<file path="src/hw/mps_map.svh">
`ifndef MPS_MAP_SVH
`define MPS_MAP_SVH
// Register byte offsets
`define MPS_CMD_OFS 8'h00
`define MPS_CFG_OFS 8'h04
`define MPS_ARG_POS_OFS 8'h08
`define MPS_ARG_PRIMARY_MICROSTEP_COUNT_OFS 8'h0c
`define MPS_ARG_ENC_OFS 8'h10
`define MPS_ARG_IGN_OFS 8'h14
`define MPS_TARGET_OFS 8'h18
`define MPS_ST_MOVE_OFS 8'h20
`define MPS_ST_POS_OFS 8'h24
`define MPS_ST_PRIMARY_MICROSTEP_COUNT_OFS 8'h28
`define MPS_ST_SEC_OFS 8'h2c
`define MPS_ST_SPEED_OFS 8'h30
`define MPS_ST_USPEED_OFS 8'h34
`define MPS_ST_CUR_OFS 8'h38
`define MPS_ST_VOLT_OFS 8'h3c
`define MPS_ST_TEMP_OFS 8'h40
`define MPS_ST_FLAGS_OFS 8'h44
// Command register fields
`define MPS_CMD_CODE_MSB 3
`define MPS_CMD_BADCHK_BIT 8
// Config register fields
`define MPS_CFG_MODE_MSB 1
`define MPS_CFG_CORR_BIT 2
`define MPS_CFG_SPR_LSB 16
`define MPS_CFG_RST 32'h00c8_0000
// Ignore flag fields
`define MPS_IGN_POS_BIT 0
`define MPS_IGN_ENC_BIT 1
// Flag vector positions
`define MPS_FLG_ERRC 0
`define MPS_FLG_ERRD 1
`define MPS_FLG_ERRV 2
`define MPS_FLG_ALARM 3
`define MPS_FLG_CRIT_LSB 4
`define MPS_FLG_SWAP 12
`define MPS_FLG_GEN 13
`define MPS_FLG_W 14
// Encoder statistics: movement cycles a new state must persist
`define MPS_ENC_STATS 16'd64
`endif

</file>
<file path="src/hw/mps_dummy_end.sv">
`timescale 1ns/1ps
`default_nettype none
`default_nettype wire

</file>
<file path="src/hw/mps_pkg.sv">
package mps_pkg;
  typedef enum logic [3:0] {
    MPS_CMD_UNKNOWN = 4'h0, MPS_CMD_MOVE = 4'h1, MPS_CMD_RELATIVE_MOVE_CMD = 4'h2,
    MPS_CMD_RIGHT = 4'h3, MPS_CMD_LEFT = 4'h4, MPS_CMD_SSTOP = 4'h5,
    MPS_CMD_FSTOP = 4'h6, MPS_CMD_HOME = 4'h7, MPS_CMD_FBACK = 4'h8,
    MPS_CMD_ZERO = 4'h9, MPS_CMD_SET_POSITION_CMD = 4'ha, MPS_CMD_READ_STATUS_CMD = 4'hb
  } mps_cmd_e;
  typedef enum logic [1:0] {
    MPS_MODE_OPEN = 2'h0, MPS_MODE_LEADENC = 2'h1, MPS_MODE_ENCFB = 2'h2, MPS_MODE_DC = 2'h3
  } mps_mode_e;
  typedef enum logic [1:0] {
    MPS_PWR_OFF = 2'h0, MPS_PWR_REDUCED = 2'h1, MPS_PWR_NOMINAL = 2'h2, MPS_PWR_LOWV = 2'h3
  } mps_pwr_e;
  typedef enum logic [2:0] {
    MPS_ENC_ABSENT = 3'h0, MPS_ENC_UNKNOWN = 3'h1, MPS_ENC_OK = 3'h2,
    MPS_ENC_REVERSED = 3'h3, MPS_ENC_BAD = 3'h4
  } mps_enc_e;
  typedef enum logic [1:0] {
    MPS_WND_UNKNOWN = 2'h0, MPS_WND_OPEN = 2'h1, MPS_WND_OK = 2'h2, MPS_WND_SHORT = 2'h3
  } mps_wnd_e;
endpackage

</file>
<file path="src/hw/mps_pos_if.sv">
`timescale 1ns/1ps
`default_nettype none
interface mps_pos_if;
  logic zero_req;
  logic set_position_cmd_req;
  logic ign_pos;
  logic ign_enc;
  logic signed [31:0] new_step;
  logic [15:0] new_primary_microstep_count;
  logic signed [31:0] new_enc;
  logic signed [31:0] step_cnt;
  logic [15:0] primary_microstep_count_cnt;
  logic signed [31:0] enc_cnt;
  modport ctl (output zero_req, set_position_cmd_req, ign_pos, ign_enc, new_step, new_primary_microstep_count, new_enc,
               input step_cnt, primary_microstep_count_cnt, enc_cnt);
  modport cnt (input zero_req, set_position_cmd_req, ign_pos, ign_enc, new_step, new_primary_microstep_count, new_enc,
               output step_cnt, primary_microstep_count_cnt, enc_cnt);
endinterface // mps_pos_if
`default_nettype wire

</file>
<file path="src/hw/mps_flags.sv">
`timescale 1ns/1ps
`default_nettype none
`include "mps_map.svh"
module mps_flags
  import mps_pkg::*;
(
  input wire logic hclk,
  input wire logic hresetn,
  input wire logic clr_sticky,
  input wire logic [2:0] proto_evt,
  input wire logic alarm_lvl,
  input wire logic [7:0] crit_lvl,
  input wire logic swap_evt,
  input wire logic desync_lvl,
  input wire logic corr_en,
  output logic [`MPS_FLG_W-1:0] flags
);
  // protocol errors sticky, set beats clear
  always_ff @(posedge hclk or negedge hresetn) begin
    if (!hresetn) begin
      flags[`MPS_FLG_ALARM:0] <= 4'h0;
    end else begin
      flags[`MPS_FLG_ALARM:0] <= ({alarm_lvl, proto_evt})
        | (flags[`MPS_FLG_ALARM:0] & {4{!clr_sticky}});
    end
  end

  // critical flags follow their qualified levels
  always_ff @(posedge hclk or negedge hresetn) begin
    if (!hresetn) begin
      flags[`MPS_FLG_SWAP-1:`MPS_FLG_CRIT_LSB] <= 8'h0;
    end else begin
      flags[`MPS_FLG_SWAP-1:`MPS_FLG_CRIT_LSB] <= crit_lvl;
    end
  end

  // swap sticky, general error self-clears under correction
  always_ff @(posedge hclk or negedge hresetn) begin
    if (!hresetn) begin
      flags[`MPS_FLG_SWAP] <= 1'b0;
      flags[`MPS_FLG_GEN] <= 1'b0;
    end else begin
      flags[`MPS_FLG_SWAP] <= swap_evt | (flags[`MPS_FLG_SWAP] & !clr_sticky);
      flags[`MPS_FLG_GEN] <= desync_lvl | (flags[`MPS_FLG_GEN] & !clr_sticky & !corr_en);
    end
  end

  // sticky flag survives until fast stop
  AST_STICKY_HOLD: assert property (@(posedge hclk) disable iff (!hresetn)
    (flags[`MPS_FLG_ERRC] && !clr_sticky) |=> flags[`MPS_FLG_ERRC])
    else $error("sticky flag dropped without fast stop");
  AST_SWAP_HOLD: assert property (@(posedge hclk) disable iff (!hresetn)
    (flags[`MPS_FLG_SWAP] && !clr_sticky) |=> flags[`MPS_FLG_SWAP])
    else $error("swap flag cleared itself");
endmodule // mps_flags
`default_nettype wire

</file>
<file path="src/hw/mps_pos.sv">
`timescale 1ns/1ps
`default_nettype none
module mps_pos
  import mps_pkg::*;
#(
  parameter int PRIMARY_MICROSTEP_COUNT_DIV = 256
) (
  input wire logic hclk,
  input wire logic hresetn,
  input wire logic primary_microstep_count_up,
  input wire logic primary_microstep_count_dn,
  input wire logic enc_up,
  input wire logic enc_dn,
  mps_pos_if.cnt pif
);
  localparam logic [15:0] UMAX = 16'(PRIMARY_MICROSTEP_COUNT_DIV - 1);

  // all counters zeroed together
  // Step and microstep counters
  always_ff @(posedge hclk or negedge hresetn) begin
    if (!hresetn) begin
      pif.step_cnt <= 32'sh0;
      pif.primary_microstep_count_cnt <= 16'h0;
    end else if (pif.zero_req) begin
      pif.step_cnt <= 32'sh0;
      pif.primary_microstep_count_cnt <= 16'h0;
    end else if (pif.set_position_cmd_req && !pif.ign_pos) begin
      pif.step_cnt <= pif.new_step;
      pif.primary_microstep_count_cnt <= pif.new_primary_microstep_count;
    end else if (primary_microstep_count_up && !primary_microstep_count_dn) begin
      if (pif.primary_microstep_count_cnt == UMAX) begin
        pif.primary_microstep_count_cnt <= 16'h0;
        pif.step_cnt <= pif.step_cnt + 32'sh1;
      end else begin
        pif.primary_microstep_count_cnt <= pif.primary_microstep_count_cnt + 16'h1;
      end
    end else if (primary_microstep_count_dn && !primary_microstep_count_up) begin
      if (pif.primary_microstep_count_cnt == 16'h0) begin
        pif.primary_microstep_count_cnt <= UMAX;
        pif.step_cnt <= pif.step_cnt - 32'sh1;
      end else begin
        pif.primary_microstep_count_cnt <= pif.primary_microstep_count_cnt - 16'h1;
      end
    end
  end

  // Encoder counter
  always_ff @(posedge hclk or negedge hresetn) begin
    if (!hresetn) begin
      pif.enc_cnt <= 32'sh0;
    end else if (pif.zero_req) begin
      pif.enc_cnt <= 32'sh0;
    end else if (pif.set_position_cmd_req && !pif.ign_enc) begin
      pif.enc_cnt <= pif.new_enc;
    end else if (enc_up && !enc_dn) begin
      pif.enc_cnt <= pif.enc_cnt + 32'sh1;
    end else if (enc_dn && !enc_up) begin
      pif.enc_cnt <= pif.enc_cnt - 32'sh1;
    end
  end

  AST_ZERO_ALL: assert property (@(posedge hclk) disable iff (!hresetn)
    pif.zero_req |=> (pif.step_cnt == 0 && pif.primary_microstep_count_cnt == 0 && pif.enc_cnt == 0))
    else $error("zero left a counter nonzero");
  AST_SET_POSITION_CMD_IGN: assert property (@(posedge hclk) disable iff (!hresetn)
    (pif.set_position_cmd_req && pif.ign_enc && !pif.zero_req && !enc_up && !enc_dn) |=> $stable(pif.enc_cnt))
    else $error("ignored encoder count changed");
endmodule // mps_pos
`default_nettype wire

</file>
<file path="src/hw/mps_top.sv">
// Overview of operation
// - set-zero clears all counters same cycle
// - set-zero mid-move keeps physical end point
// - relative shift destination unchanged by zeroing
// - set-position loads only non-ignored counters
// - set-position shifts target by the step jump, preserves end point
// - movement field: moving, speed reached, backlash
// - command field: last movement code plus running bit
// - result bit shows success or failure
// - reset reads unknown command, success
// - winding power has four states
// - encoder state has five codes
// - encoder change only after moving statistics
// - each winding open, ok, short, unknown
// - primary position per control mode
// - secondary position per motor type
// - telemetry in mA, 10 mV, 0.1 C
// - sticky flags cleared by fast stop
// - unknown, integrity, bad-value flags sticky
// - critical flags raised, mostly self-clearing
// - swapped limit flag always sticky
// - desync flag sticky unless correction on
//
// Decided for this implementation: the AHB-Lite slave port and the register addresses.
`timescale 1ns/1ps
`default_nettype none
`include "mps_map.svh"
module mps_top
  import mps_pkg::*;
#(
  parameter int PRIMARY_MICROSTEP_COUNT_DIV = 256
) (
  input wire logic hclk,
  input wire logic hresetn,
  input wire logic hsel,
  input wire logic [31:0] haddr,
  input wire logic [1:0] htrans,
  input wire logic hwrite,
  input wire logic [2:0] hsize,
  input wire logic [31:0] hwdata,
  input wire logic hready,
  output logic [31:0] hrdata,
  output logic hreadyout,
  output logic hresp,
  input wire logic primary_microstep_count_up,
  input wire logic primary_microstep_count_dn,
  input wire logic enc_up,
  input wire logic enc_dn,
  input wire logic moving,
  input wire logic speed_reached,
  input wire logic backlash_active,
  input wire logic move_done,
  input wire logic move_ok,
  input wire logic signed [31:0] speed_steps,
  input wire logic [15:0] speed_microsteps,
  input wire logic [1:0] winding_power_field,
  input wire logic [2:0] enc_candidate,
  input wire logic [1:0] wind_low_z,
  input wire logic [1:0] wind_high_r,
  input wire logic [1:0] wind_valid,
  input wire logic [15:0] sup_ma,
  input wire logic [15:0] usb_ma,
  input wire logic [15:0] sup_10mv,
  input wire logic [15:0] usb_10mv,
  input wire logic signed [15:0] cpu_decic,
  input wire logic alarm_lvl,
  input wire logic [7:0] crit_lvl,
  input wire logic swap_evt,
  input wire logic desync_lvl,
  output logic cmd_pulse,
  output logic [3:0] cmd_code,
  output logic signed [31:0] target,
  output logic [1:0] motor_mode,
  output logic [15:0] steps_per_rev
);
  mps_pos_if pif();

  logic [31:0] cfg;
  logic signed [31:0] arg_pos;
  logic [15:0] arg_primary_microstep_count;
  logic signed [31:0] arg_enc;
  logic [1:0] arg_ign;
  logic [7:0] wr_addr;
  logic wr_pend;
  logic cmd_wr;
  logic [3:0] new_code;
  logic bad_chk;
  logic code_ok;
  logic set_position_cmd_bad;
  logic cfg_bad;
  logic is_move;
  logic [2:0] proto_evt;
  logic [3:0] cmd_state;
  logic cmd_running;
  logic cmd_success;
  logic [2:0] enc_state;
  logic [2:0] enc_seen;
  logic [15:0] enc_cnt_stat;
  logic [3:0] wind_state;
  logic [`MPS_FLG_W-1:0] flags;
  logic signed [31:0] prim_pos;
  logic [15:0] prim_primary_microstep_count;
  logic signed [31:0] sec_pos;
  logic [31:0] snap_move;
  logic signed [31:0] snap_pos;
  logic [15:0] snap_primary_microstep_count;
  logic signed [31:0] snap_sec;
  logic signed [31:0] snap_speed;
  logic [15:0] snap_uspeed;
  logic [31:0] snap_cur;
  logic [31:0] snap_volt;
  logic signed [15:0] snap_temp;
  logic [`MPS_FLG_W-1:0] snap_flags;
  logic read_status_cmd_req;
  logic [31:0] next_rdata;

  // Zero-wait slave, always OKAY
  assign hreadyout = 1'b1;
  assign hresp = 1'b0;

  // Write address phase capture
  always_ff @(posedge hclk or negedge hresetn) begin
    if (!hresetn) begin
      wr_pend <= 1'b0;
      wr_addr <= 8'h0;
    end else if (hready) begin
      wr_pend <= hsel && htrans[1] && hwrite;
      wr_addr <= haddr[7:0];
    end
  end

  // Command decode from the data phase
  assign cmd_wr = wr_pend && (wr_addr == `MPS_CMD_OFS);
  assign new_code = hwdata[`MPS_CMD_CODE_MSB:0];
  assign bad_chk = hwdata[`MPS_CMD_BADCHK_BIT];
  assign code_ok = (new_code != MPS_CMD_UNKNOWN) && (new_code <= MPS_CMD_READ_STATUS_CMD);
  assign set_position_cmd_bad = arg_primary_microstep_count >= 16'(PRIMARY_MICROSTEP_COUNT_DIV);
  assign cfg_bad = wr_pend && (wr_addr == `MPS_CFG_OFS) && (hwdata[31:`MPS_CFG_SPR_LSB] == 16'h0);
  assign is_move = (new_code >= MPS_CMD_MOVE) && (new_code <= MPS_CMD_FBACK);

  assign proto_evt[`MPS_FLG_ERRC] = cmd_wr && !bad_chk && !code_ok;
  assign proto_evt[`MPS_FLG_ERRD] = cmd_wr && bad_chk;
  assign proto_evt[`MPS_FLG_ERRV] = (cmd_wr && !bad_chk && new_code == MPS_CMD_SET_POSITION_CMD && set_position_cmd_bad) || cfg_bad;

  // Requests toward the counters
  assign pif.zero_req = cmd_wr && !bad_chk && new_code == MPS_CMD_ZERO;
  assign pif.set_position_cmd_req = cmd_wr && !bad_chk && new_code == MPS_CMD_SET_POSITION_CMD && !set_position_cmd_bad;
  assign pif.ign_pos = arg_ign[`MPS_IGN_POS_BIT];
  assign pif.ign_enc = arg_ign[`MPS_IGN_ENC_BIT];
  assign pif.new_step = arg_pos;
  assign pif.new_primary_microstep_count = arg_primary_microstep_count;
  assign pif.new_enc = arg_enc;
  assign read_status_cmd_req = cmd_wr && !bad_chk && new_code == MPS_CMD_READ_STATUS_CMD;

  mps_pos #(.PRIMARY_MICROSTEP_COUNT_DIV(PRIMARY_MICROSTEP_COUNT_DIV)) u_pos (
    .hclk(hclk),
    .hresetn(hresetn),
    .primary_microstep_count_up(primary_microstep_count_up),
    .primary_microstep_count_dn(primary_microstep_count_dn),
    .enc_up(enc_up),
    .enc_dn(enc_dn),
    .pif(pif)
  );

  // Config and argument registers
  always_ff @(posedge hclk or negedge hresetn) begin
    if (!hresetn) begin
      cfg <= `MPS_CFG_RST;
      arg_pos <= 32'sh0;
      arg_primary_microstep_count <= 16'h0;
      arg_enc <= 32'sh0;
      arg_ign <= 2'h0;
    end else if (wr_pend) begin
      case (wr_addr)
        `MPS_CFG_OFS: if (!cfg_bad) cfg <= hwdata;
        `MPS_ARG_POS_OFS: arg_pos <= hwdata;
        `MPS_ARG_PRIMARY_MICROSTEP_COUNT_OFS: arg_primary_microstep_count <= hwdata[15:0];
        `MPS_ARG_ENC_OFS: arg_enc <= hwdata;
        `MPS_ARG_IGN_OFS: arg_ign <= hwdata[1:0];
        default: ;
      endcase
    end
  end
  assign motor_mode = cfg[`MPS_CFG_MODE_MSB:0];
  assign steps_per_rev = cfg[31:`MPS_CFG_SPR_LSB];

  // Target kept for absolute and relative moves
  always_ff @(posedge hclk or negedge hresetn) begin
    if (!hresetn) begin
      target <= 32'sh0;
    // shift target by the amount cleared
    end else if (pif.zero_req) begin
      target <= target - pif.step_cnt;
    // shift target by the step jump, not reset
    end else if (pif.set_position_cmd_req && !pif.ign_pos) begin
      target <= target + (pif.new_step - pif.step_cnt);
    end else if (cmd_wr && !bad_chk && new_code == MPS_CMD_MOVE) begin
      target <= arg_pos;
    end else if (cmd_wr && !bad_chk && new_code == MPS_CMD_RELATIVE_MOVE_CMD) begin
      target <= target + arg_pos;
    end
  end

  // Movement command strobe to the motion generator
  always_ff @(posedge hclk or negedge hresetn) begin
    if (!hresetn) begin
      cmd_pulse <= 1'b0;
      cmd_code <= MPS_CMD_UNKNOWN;
    end else begin
      cmd_pulse <= cmd_wr && !bad_chk && is_move;
      if (cmd_wr && !bad_chk && is_move) cmd_code <= new_code;
    end
  end

  always_ff @(posedge hclk or negedge hresetn) begin
    if (!hresetn) begin
      cmd_state <= MPS_CMD_UNKNOWN;
      cmd_running <= 1'b0;
      cmd_success <= 1'b1;
    end else if (cmd_wr && !bad_chk && is_move) begin
      cmd_state <= new_code;
      cmd_running <= 1'b1;
      cmd_success <= 1'b1;
    end else if (move_done && cmd_running) begin
      cmd_running <= 1'b0;
      cmd_success <= move_ok;
    end
  end

  // encoder state moves only after statistics while moving
  always_ff @(posedge hclk or negedge hresetn) begin
    if (!hresetn) begin
      enc_state <= MPS_ENC_UNKNOWN;
      enc_seen <= MPS_ENC_UNKNOWN;
      enc_cnt_stat <= 16'h0;
    end else if (moving) begin
      enc_seen <= enc_candidate;
      if (enc_candidate != enc_seen || enc_candidate == enc_state) begin
        enc_cnt_stat <= 16'h0;
      end else if (enc_cnt_stat == `MPS_ENC_STATS - 16'd1) begin
        enc_state <= enc_seen;
        enc_cnt_stat <= 16'h0;
      end else begin
        enc_cnt_stat <= enc_cnt_stat + 16'h1;
      end
    end
  end

  genvar gw;
  generate
    for (gw = 0; gw < 2; gw++) begin : g_wind
      assign wind_state[2*gw+1:2*gw] = !wind_valid[gw] ? MPS_WND_UNKNOWN :
        wind_low_z[gw] ? MPS_WND_SHORT : wind_high_r[gw] ? MPS_WND_OPEN : MPS_WND_OK;
    end
  endgenerate

  always_comb begin
    prim_pos = pif.step_cnt;
    prim_primary_microstep_count = pif.primary_microstep_count_cnt;
    sec_pos = pif.enc_cnt;
    case (motor_mode)
      MPS_MODE_LEADENC: begin
        prim_pos = pif.enc_cnt;
        prim_primary_microstep_count = 16'h0;
        sec_pos = pif.step_cnt;
      end
      MPS_MODE_ENCFB: sec_pos = pif.step_cnt;
      MPS_MODE_DC: sec_pos = 32'sh0;
      default: ;
    endcase
  end

  mps_flags u_flags (
    .hclk(hclk),
    .hresetn(hresetn),
    .clr_sticky(cmd_wr && !bad_chk && new_code == MPS_CMD_FSTOP),
    .proto_evt(proto_evt),
    .alarm_lvl(alarm_lvl),
    .crit_lvl(crit_lvl),
    .swap_evt(swap_evt),
    .desync_lvl(desync_lvl),
    .corr_en(cfg[`MPS_CFG_CORR_BIT]),
    .flags(flags)
  );

  // snapshot every field on status request
  always_ff @(posedge hclk or negedge hresetn) begin
    if (!hresetn) begin
      snap_move <= 32'h0000_0200;
      snap_pos <= 32'sh0;
      snap_primary_microstep_count <= 16'h0;
      snap_sec <= 32'sh0;
      snap_speed <= 32'sh0;
      snap_uspeed <= 16'h0;
      snap_cur <= 32'h0;
      snap_volt <= 32'h0;
      snap_temp <= 16'sh0;
      snap_flags <= '0;
    end else if (read_status_cmd_req) begin
      snap_move <= {8'h0, wind_state, 1'b0, enc_state, 2'h0, winding_power_field,
        2'h0, cmd_success, cmd_running, cmd_state, 1'b0, backlash_active, speed_reached, moving};
      snap_pos <= prim_pos;
      snap_primary_microstep_count <= prim_primary_microstep_count;
      snap_sec <= sec_pos;
      snap_speed <= speed_steps;
      snap_uspeed <= (motor_mode == MPS_MODE_LEADENC) ? 16'h0 : speed_microsteps;
      snap_cur <= {usb_ma, sup_ma};
      snap_volt <= {usb_10mv, sup_10mv};
      snap_temp <= cpu_decic;
      snap_flags <= flags;
    end
  end

  // Read mux at the address phase
  always_comb begin
    case (haddr[7:0])
      `MPS_CFG_OFS: next_rdata = cfg;
      `MPS_ARG_POS_OFS: next_rdata = arg_pos;
      `MPS_ARG_PRIMARY_MICROSTEP_COUNT_OFS: next_rdata = {16'h0, arg_primary_microstep_count};
      `MPS_ARG_ENC_OFS: next_rdata = arg_enc;
      `MPS_ARG_IGN_OFS: next_rdata = {30'h0, arg_ign};
      `MPS_TARGET_OFS: next_rdata = target;
      `MPS_ST_MOVE_OFS: next_rdata = snap_move;
      `MPS_ST_POS_OFS: next_rdata = snap_pos;
      `MPS_ST_PRIMARY_MICROSTEP_COUNT_OFS: next_rdata = {16'h0, snap_primary_microstep_count};
      `MPS_ST_SEC_OFS: next_rdata = snap_sec;
      `MPS_ST_SPEED_OFS: next_rdata = snap_speed;
      `MPS_ST_USPEED_OFS: next_rdata = {16'h0, snap_uspeed};
      `MPS_ST_CUR_OFS: next_rdata = snap_cur;
      `MPS_ST_VOLT_OFS: next_rdata = snap_volt;
      `MPS_ST_TEMP_OFS: next_rdata = {{16{snap_temp[15]}}, snap_temp};
      `MPS_ST_FLAGS_OFS: next_rdata = {18'h0, snap_flags};
      default: next_rdata = 32'h0;
    endcase
  end

  // Read data register
  always_ff @(posedge hclk or negedge hresetn) begin
    if (!hresetn) begin
      hrdata <= 32'h0;
    end else if (hready && hsel && htrans[1] && !hwrite) begin
      hrdata <= next_rdata;
    end
  end

  // zero shifts target by the cleared count
  AST_ZERO_TARGET: assert property (@(posedge hclk) disable iff (!hresetn)
    pif.zero_req |=> target == $past(target) - $past(pif.step_cnt))
    else $error("zero did not shift target");
  AST_SET_POSITION_CMD_TARGET: assert property (@(posedge hclk) disable iff (!hresetn)
    (pif.set_position_cmd_req && !pif.ign_pos && !pif.zero_req) |=> target == $past(target) + $past(arg_pos) - $past(pif.step_cnt))
    else $error("set-position moved the end point");
  // completion takes result from the motion generator
  AST_RESULT: assert property (@(posedge hclk) disable iff (!hresetn)
    (move_done && cmd_running && !cmd_wr) |=> (!cmd_running && cmd_success == $past(move_ok)))
    else $error("completion result wrong");
  // no encoder state change while stationary
  AST_ENC_STILL: assert property (@(posedge hclk) disable iff (!hresetn)
    !moving |=> $stable(enc_state))
    else $error("encoder state changed at standstill");
  // unknown code raises the flag next cycle
  AST_ERRC: assert property (@(posedge hclk) disable iff (!hresetn)
    proto_evt[`MPS_FLG_ERRC] |=> flags[`MPS_FLG_ERRC])
    else $error("unknown command not flagged");
  AST_SNAP: assert property (@(posedge hclk) disable iff (!hresetn)
    read_status_cmd_req |=> (snap_flags == $past(flags) && snap_sec == $past(sec_pos)))
    else $error("snapshot incoherent");

  COV_ZERO_MOVING: cover property (@(posedge hclk) disable iff (!hresetn) pif.zero_req && moving);
  COV_SET_POSITION_CMD: cover property (@(posedge hclk) disable iff (!hresetn) pif.set_position_cmd_req);
  COV_FAIL: cover property (@(posedge hclk) disable iff (!hresetn) move_done && cmd_running && !move_ok);
  COV_READ_STATUS_CMD: cover property (@(posedge hclk) disable iff (!hresetn) read_status_cmd_req);
endmodule // mps_top
`default_nettype wire

</file>
<file path="config.mk">
export PLATFORM = sky130hd
export DESIGN_NAME = mps_top
export DESIGN_NICKNAME = d
export VERILOG_FILES = /design/src/hw/mps_dummy_end.sv /design/src/hw/mps_pkg.sv /design/src/hw/mps_pos_if.sv /design/src/hw/mps_flags.sv /design/src/hw/mps_pos.sv /design/src/hw/mps_top.sv
export VERILOG_INCLUDE_DIRS = /design/src /design/src/hw
export SDC_FILE = /design/constraint.sdc
export NUM_CORES = 2
export LEC_CHECK = 0
export ABC_AREA = 1
export ABC_CLOCK_PERIOD_IN_PS = 7600
export BUFFER_PORTS_ARGS = -buffer_cell sky130_fd_sc_hd__buf_4
export CAP_MARGIN = 5
export CELL_PAD_IN_SITES_DETAIL_PLACEMENT = 0
export CELL_PAD_IN_SITES_GLOBAL_PLACEMENT = 1
export CORE_ASPECT_RATIO = 0.6
export CORE_MARGIN = 1.5
export CORE_UTILIZATION = 48
export DETAILED_ROUTE_END_ITERATION = 10
export GPL_TIMING_DRIVEN = 0
export PLACE_DENSITY_LB_ADDON = 0.1
export SETUP_SLACK_MARGIN = 0.1
export SKIP_LAST_GASP = 1
export SLEW_MARGIN = 20
export SYNTH_ARGS = -nofsm -noshare
export SYNTH_HDL_FRONTEND = slang
export SYNTH_SLANG_ARGS = --single-unit
export TNS_END_PERCENT = 10
</file>
<file path="constraint.sdc">
create_clock -name hclk -period 7.6 [get_ports hclk]
set_input_delay 0.38 -clock hclk [delete_from_list [all_inputs] [get_ports hclk]]
set_output_delay 0.38 -clock hclk [all_outputs]
set_load 0.005 [all_outputs]
</file>
# [After elaboration in Yosys (flattened, before gate mapping)]
# Cells that the tools add are included.
[word_totals] regBits=550 out_inout_bits=89 elab_cells=188
[op_classes] add_sub_neg=11 magnitude_cmp=4 eq_ne=35 muxes=37 bitwise_logic=9 reduce_logical=60
[op_table] operator="case mux 32 bit (16 select lines)" n=1
[op_table] operator="two-way mux 32 bit" n=15
[op_table] operator="two-way mux 16 bit" n=10
[op_table] operator="adder 32 x 2 -> 32 bit, second input constant" n=2
[op_table] operator="adder 32 bit" n=2
[op_table] operator="== test 8 x 6 -> 1 bit, second input constant" n=8
[op_table] operator="case mux 32 bit (2 select lines)" n=1
[op_table] operator="subtractor 32 x 2 -> 32 bit, second input constant" n=2
[op_table] operator="subtractor 32 bit" n=2
[op_table] operator="== test 8 x 5 -> 1 bit, second input constant" n=5
[op_table] operator="adder 16 x 1 -> 16 bit, second input constant" n=2
[op_table] operator="== test 8 x 4 -> 1 bit, second input constant" n=4
[op_table] operator="logical NOT 16 bit" n=2
[op_table] operator="logical AND 1 bit" n=29
[op_table] operator="nonzero test 4 bit" n=5
[op_table] operator="== test 16 x 6 -> 1 bit, second input constant" n=1
[op_table] operator="== test 16 x 8 -> 1 bit, second input constant" n=1
[op_table] operator="== test 8 x 3 -> 1 bit, second input constant" n=2
[op_table] operator="== test 8 x 7 -> 1 bit, second input constant" n=2
[op_table] operator=">= comparator 16 x 9 -> 1 bit, second input constant" n=1
[op_table] operator="subtractor 16 x 1 -> 16 bit, second input constant" n=1
[op_table] operator="== test 4 bit, second input constant" n=3
[op_table] operator="logical NOT 1 bit" n=12
[op_table] operator="two-way mux 2 bit" n=6
[op_table] operator="22 further kinds" n=37

# [Depth between registers and ports, before layout]
[logic_depth] depth_word=8 ltp_mapped=19 ltp_nobuf=19

# [Hierarchy]
# A second synthesis with hierarchy kept.
[hier_totals] hier_cells=5821 hier_area_um2=39350.2
[modules_own_cells] mod="mps_top" n_inst=1 cells_each=4052 area_per_inst_um2=29251.8 seq_area_each_um2=11419.7
[modules_own_cells] mod="mps_pos" n_inst=1 cells_each=1745 area_per_inst_um2=9690.5 seq_area_each_um2=2001.9
[modules_own_cells] mod="mps_flags" n_inst=1 cells_each=24 area_per_inst_um2=407.9 seq_area_each_um2=350.3

# [Least setup slack after synthesis]
# OpenSTA, ideal clock, no wires.
[synth_path] path_kind="input to register" startpoint="input port primary_microstep_count_dn" endpoint="register u_pos.pif.step_cnt[16]" setup_time_ns=0.126 arrival_ns=2.940 path_slack_ns=4.533 path_stages=14 path_buffers=1 path_cell_list="inv_1 ha_1 buf_2 inv_1 ha_1 a21oi_1 nand2_1 a21boi_0 o21ai_0 a21oi_1 xor2_1 nand2_1 nand3_1 o21ai_0"
[synth_via] elab_chain_len=5
[synth_lines] element="start: declaration" line_no="mps_top.sv:46" rtl="input wire logic primary_microstep_count_dn,"
[synth_lines] element="logical NOT 1 bit" line_no="mps_pos.sv:30" rtl="end else if (primary_microstep_count_up && !primary_microstep_count_dn) begin"
[synth_lines] element="logical AND 1 bit" line_no="mps_pos.sv:30"
[synth_lines] element="two-way mux 32 bit" line_no="mps_pos.sv:30"
[synth_lines] element="two-way mux 32 bit" line_no="mps_pos.sv:27" rtl="end else if (pif.set_position_cmd_req && !pif.ign_pos) begin"
[synth_lines] element="two-way mux 32 bit" line_no="mps_pos.sv:24" rtl="end else if (pif.zero_req) begin"
[synth_lines] element="end signal: assignment" line_no="mps_pos.sv:28" rtl="pif.step_cnt <= pif.new_step;"
[synth_lines] element="end signal: assignment" line_no="mps_pos.sv:33" rtl="pif.step_cnt <= pif.step_cnt + 32'sh1;"
[synth_lines] element="end signal: assignment" line_no="mps_pos.sv:40" rtl="pif.step_cnt <= pif.step_cnt - 32'sh1;"
[synth_lines] element="end: declaration" line_no="mps_pos_if.sv:17" rtl="output step_cnt, primary_microstep_count_cnt, enc_cnt);"
# Several ways; a longest one is shown, not always the timed one.
# A chain may end at the register's enable or synchronous reset.

# [Worst setup path after layout]
[layout_path] startpoint="register target[16]" endpoint="register target[25]"
[layout_via] elab_chain_len=5
[layout_lines] element="start: declaration" line_no="mps_top.sv:72" rtl="output logic signed [31:0] target,"
[layout_lines] element="start signal: assignment" line_no="mps_top.sv:193" rtl="target <= target - pif.step_cnt;"
[layout_lines] element="start signal: assignment" line_no="mps_top.sv:196" rtl="target <= target + (pif.new_step - pif.step_cnt);"
[layout_lines] element="start signal: assignment" line_no="mps_top.sv:198" rtl="target <= arg_pos;"
[layout_lines] element="adder 32 bit" line_no="mps_top.sv:200" rtl="target <= target + arg_pos;"
[layout_lines] element="two-way mux 32 bit" line_no="mps_top.sv:199" rtl="end else if (cmd_wr && !bad_chk && new_code == MPS_CMD_RELATIVE_MOVE_CMD) begin"
[layout_lines] element="two-way mux 32 bit" line_no="mps_top.sv:197" rtl="end else if (cmd_wr && !bad_chk && new_code == MPS_CMD_MOVE) begin"
[layout_lines] element="two-way mux 32 bit" line_no="mps_top.sv:195" rtl="end else if (pif.set_position_cmd_req && !pif.ign_pos) begin"
[layout_lines] element="two-way mux 32 bit *" line_no="mps_top.sv:192" rtl="end else if (pif.zero_req) begin"
# Mark *: on every way between the ends. The rest lies on a longest branch, timed or not. The select of a mux whose other input is x is not followed.

==> metrics.cfg <==
[clock_tree]
root_buffer = clkbuf_16
htreeDepth = 2
cts.reportedPaths.clkPinSlew_ns = 0.07
numCtsBuffers = 54
cts_setup_buffers = 0
clock_latency_ns = 0.67
clock_sinks = 550
cts_tree = built
cts_max_path_buffers = 3

[global_routing]
grt_pass1_wl_um = 263500
grt_pass1_vias = 36400
grt_usage_pct = 46.39
grt_start_max_net_pins = 101
antenna_found_initial = 9
grt_overflow = 0

[logic_synthesis]
synth-simple-area-share_pct = 24.95
synthArstFlopShare_pct = 100.0
yosys_register_bits = 550
synthTopCellsByArea = dfrtp_1 (36%), nand2_1 (14%), o21ai_0 (6.9%)
avgSynthCellArea_um2 = 7.317
synthAdderAreaFrac_pct = 7.208
synth_ff_type = dfrtp_1
yosys_warnings = 0
ys_seq_area_share_pct = 36.56
yosysMostFrequentCell = nand2_1
yosysTopAreaCellShare_pct = 36.07
synth_top_cell_by_area = dfrtp_1
ys_types = 62
ys_top_cells_by_count = nand2_1 (1418), inv_1 (640), dfrtp_1 (543)
syn-instance-count = 5148
synth_edf_count = 0
synthesis.area_mm2 = 0.03767
syn-num-nets = 5577
synth_compound_area_share_pct = 16.06
synthMuxAreaShare_pct = 3.827
synth_top_family_by_area = simple AND/OR/NAND/NOR gates
synth_xor_area_share_pct = 2.418

[timing]
fin_crit_ns = 4.341
fin_crit_sh_pct = 57.11
whs_ns = 0.03761
hold_violations = 0
tightest_slew_ns = 1.251
setup_ws_ns = 3.259
relSlewSlack_pct = 16.26
max_clock_freq_mhz = 230.4
rsz0062_at_grt = false
final_max_slew_viol_count = 0
skew_ns = 0.03472
setup_viol = 0

[route]
routed_wl_um = 190700
ant_nets = 0
vias = 41470
first_pass_iters = 7
wl_per_cell_um = 28.21
viasPerCell = 6.133
drc = 0
drt_iter0_markers = 7128

[place]
gp_congestion = 1.070
port_buffers = 289
post-place-ws_ns = 3.554
hpwl_um = 154300

[cells_and_area]
area_growth_pct = 19.14
drive_gt1_share_pct = 11.67
layout.nets = 6089
fin_util_pct = 57.84

[job]
drv_cap = 0

[floorplanning]
num_rows = 79
pin_count = 322
start_util_pct = 48.54
die_w_um = 364.7
die_y_um = 220.0
dieArea_mm2 = 0.08022
fp.coreArea_mm2 = 0.07759

[critical_path]
critPathKind = flop to flop
end_kind = flop
start_kind = flop
cp_max_fo = 5
cp_data_required_time_ns = 8.14
arrival_ns = 4.88

[power_and_ir_drop]
p_leak_nw = 23.24
power_density_mw_per_mm2 = 318.2
power_mw = 14.28
ir_drop_v = 0.0002150

[run_status]
outcome = complete, no violations

[min_path]
hold_path_class = input pin to flop

-- where the power goes --
part / internal (mW) / leakage, nW / total, mW / switching [mW]
clock: 1.64 / 0.919 / 3.01 / 1.37
combinational: 2.32 / 15.4 / 7.47 / 5.16
sequential: 3.20 / 6.93 / 3.80 / 0.596
-- metrics by stage --
stage	TNS [ns]	std cells	area (um^2)
finish	0	6762	44880
global route	0	6762	44880
CTS	0	6758	44850
detailed placement	0	6498	41360
global placement	-24.70	6490	41150
floorplan	0	5148	37670
-- layout by cell type (no fill, tap or decap), types with 120 or more instances in the layout --
cell type	count
inv_1	639
clkbuf_1	120
dfrtp_1	543
nand2_1	1417
o21ai_0	519
a21oi_1	239
buf_4	320
dlygate4sd3_1	158
nor2_1	384
mux2_2	128
nand3_1	280
ha_1	161
-- kinds of logic (layout without fill, tap and decap cells) --
kind of cell,Yosys count,count (layout)
buf+inv,847,1405
xor+xnor,104,104
mux,128,128
flops,550,550
simple gates,2270,2270
compound gates,1051,1051
fa+ha+maj,196,196
other cells,2,5
-- layer usage --
| layer | track usage [%] | share of wire, % |
|---|---|---|
| met5 | 0.7966 | 0.076 |
| met4 | 10.44 | 2.5 |
| met3 | 25.90 | 19 |
| met2 | 55.03 | 35 |
| met1 | 69.71 | 43 |
-- final timing paths --
kind	from	to	slack, ns	cells past startpoint
max	target[16]	target[25]	3.26	17
min	hsel	wr_pend	0.04	3
min in group asynchronous	hresetn	enc_cnt_stat[7]	0.24	2
max reg2reg	target[16]	target[25]	3.26	17
max in group asynchronous	hresetn	hrdata[26]	5.46	5
min reg2reg	u_flags.flags[8]	snap_flags[8]	0.48	1
-- final cells by class --
| class | count | area (um^2) |
|---|---|---|
| fillers | 7351 | 32720 |
| multi-input cells | 3751 | 20540 |
| flip-flops and latches | 550 | 13770 |
| repair buffers | 456 | 3963 |
| inverters | 657 | 2466 |
| clock buffers | 80 | 1589 |
| well taps | 1053 | 1318 |
| plain buffers | 190 | 909.6 |
| clock inverters | 22 | 311.5 |
| diodes | 3 | 7.507 |
-- critical path, cell delays in order, from the launching register on --
cell	delay [ns]
dfrtp_1	0.50
inv_1	0.18
fa_1	0.55
inv_1	0.04
ha_1	0.37
nand2_1	0.16
inv_1	0.08
nand2_1	0.27
nor3_1	0.80
nand3_1	0.60
nand2_1	0.21
nand2_1	0.07
nand3_1	0.07
nand2_1	0.05
nand2_1	0.05
nand2_1	0.09
nand2_1	0.07
nand2_1	0.06
-- repair_timing --
| action | CTS | global route |
|---|---|---|
| hold endpoints to repair | 211 | 0 |
| hold buffers | 158 | 0 |
| endpoints found under the setup margin | 0 | 0 |
| resized for setup | 0 | 0 |
Note: power is estimated with default switching activity, not from simulation.
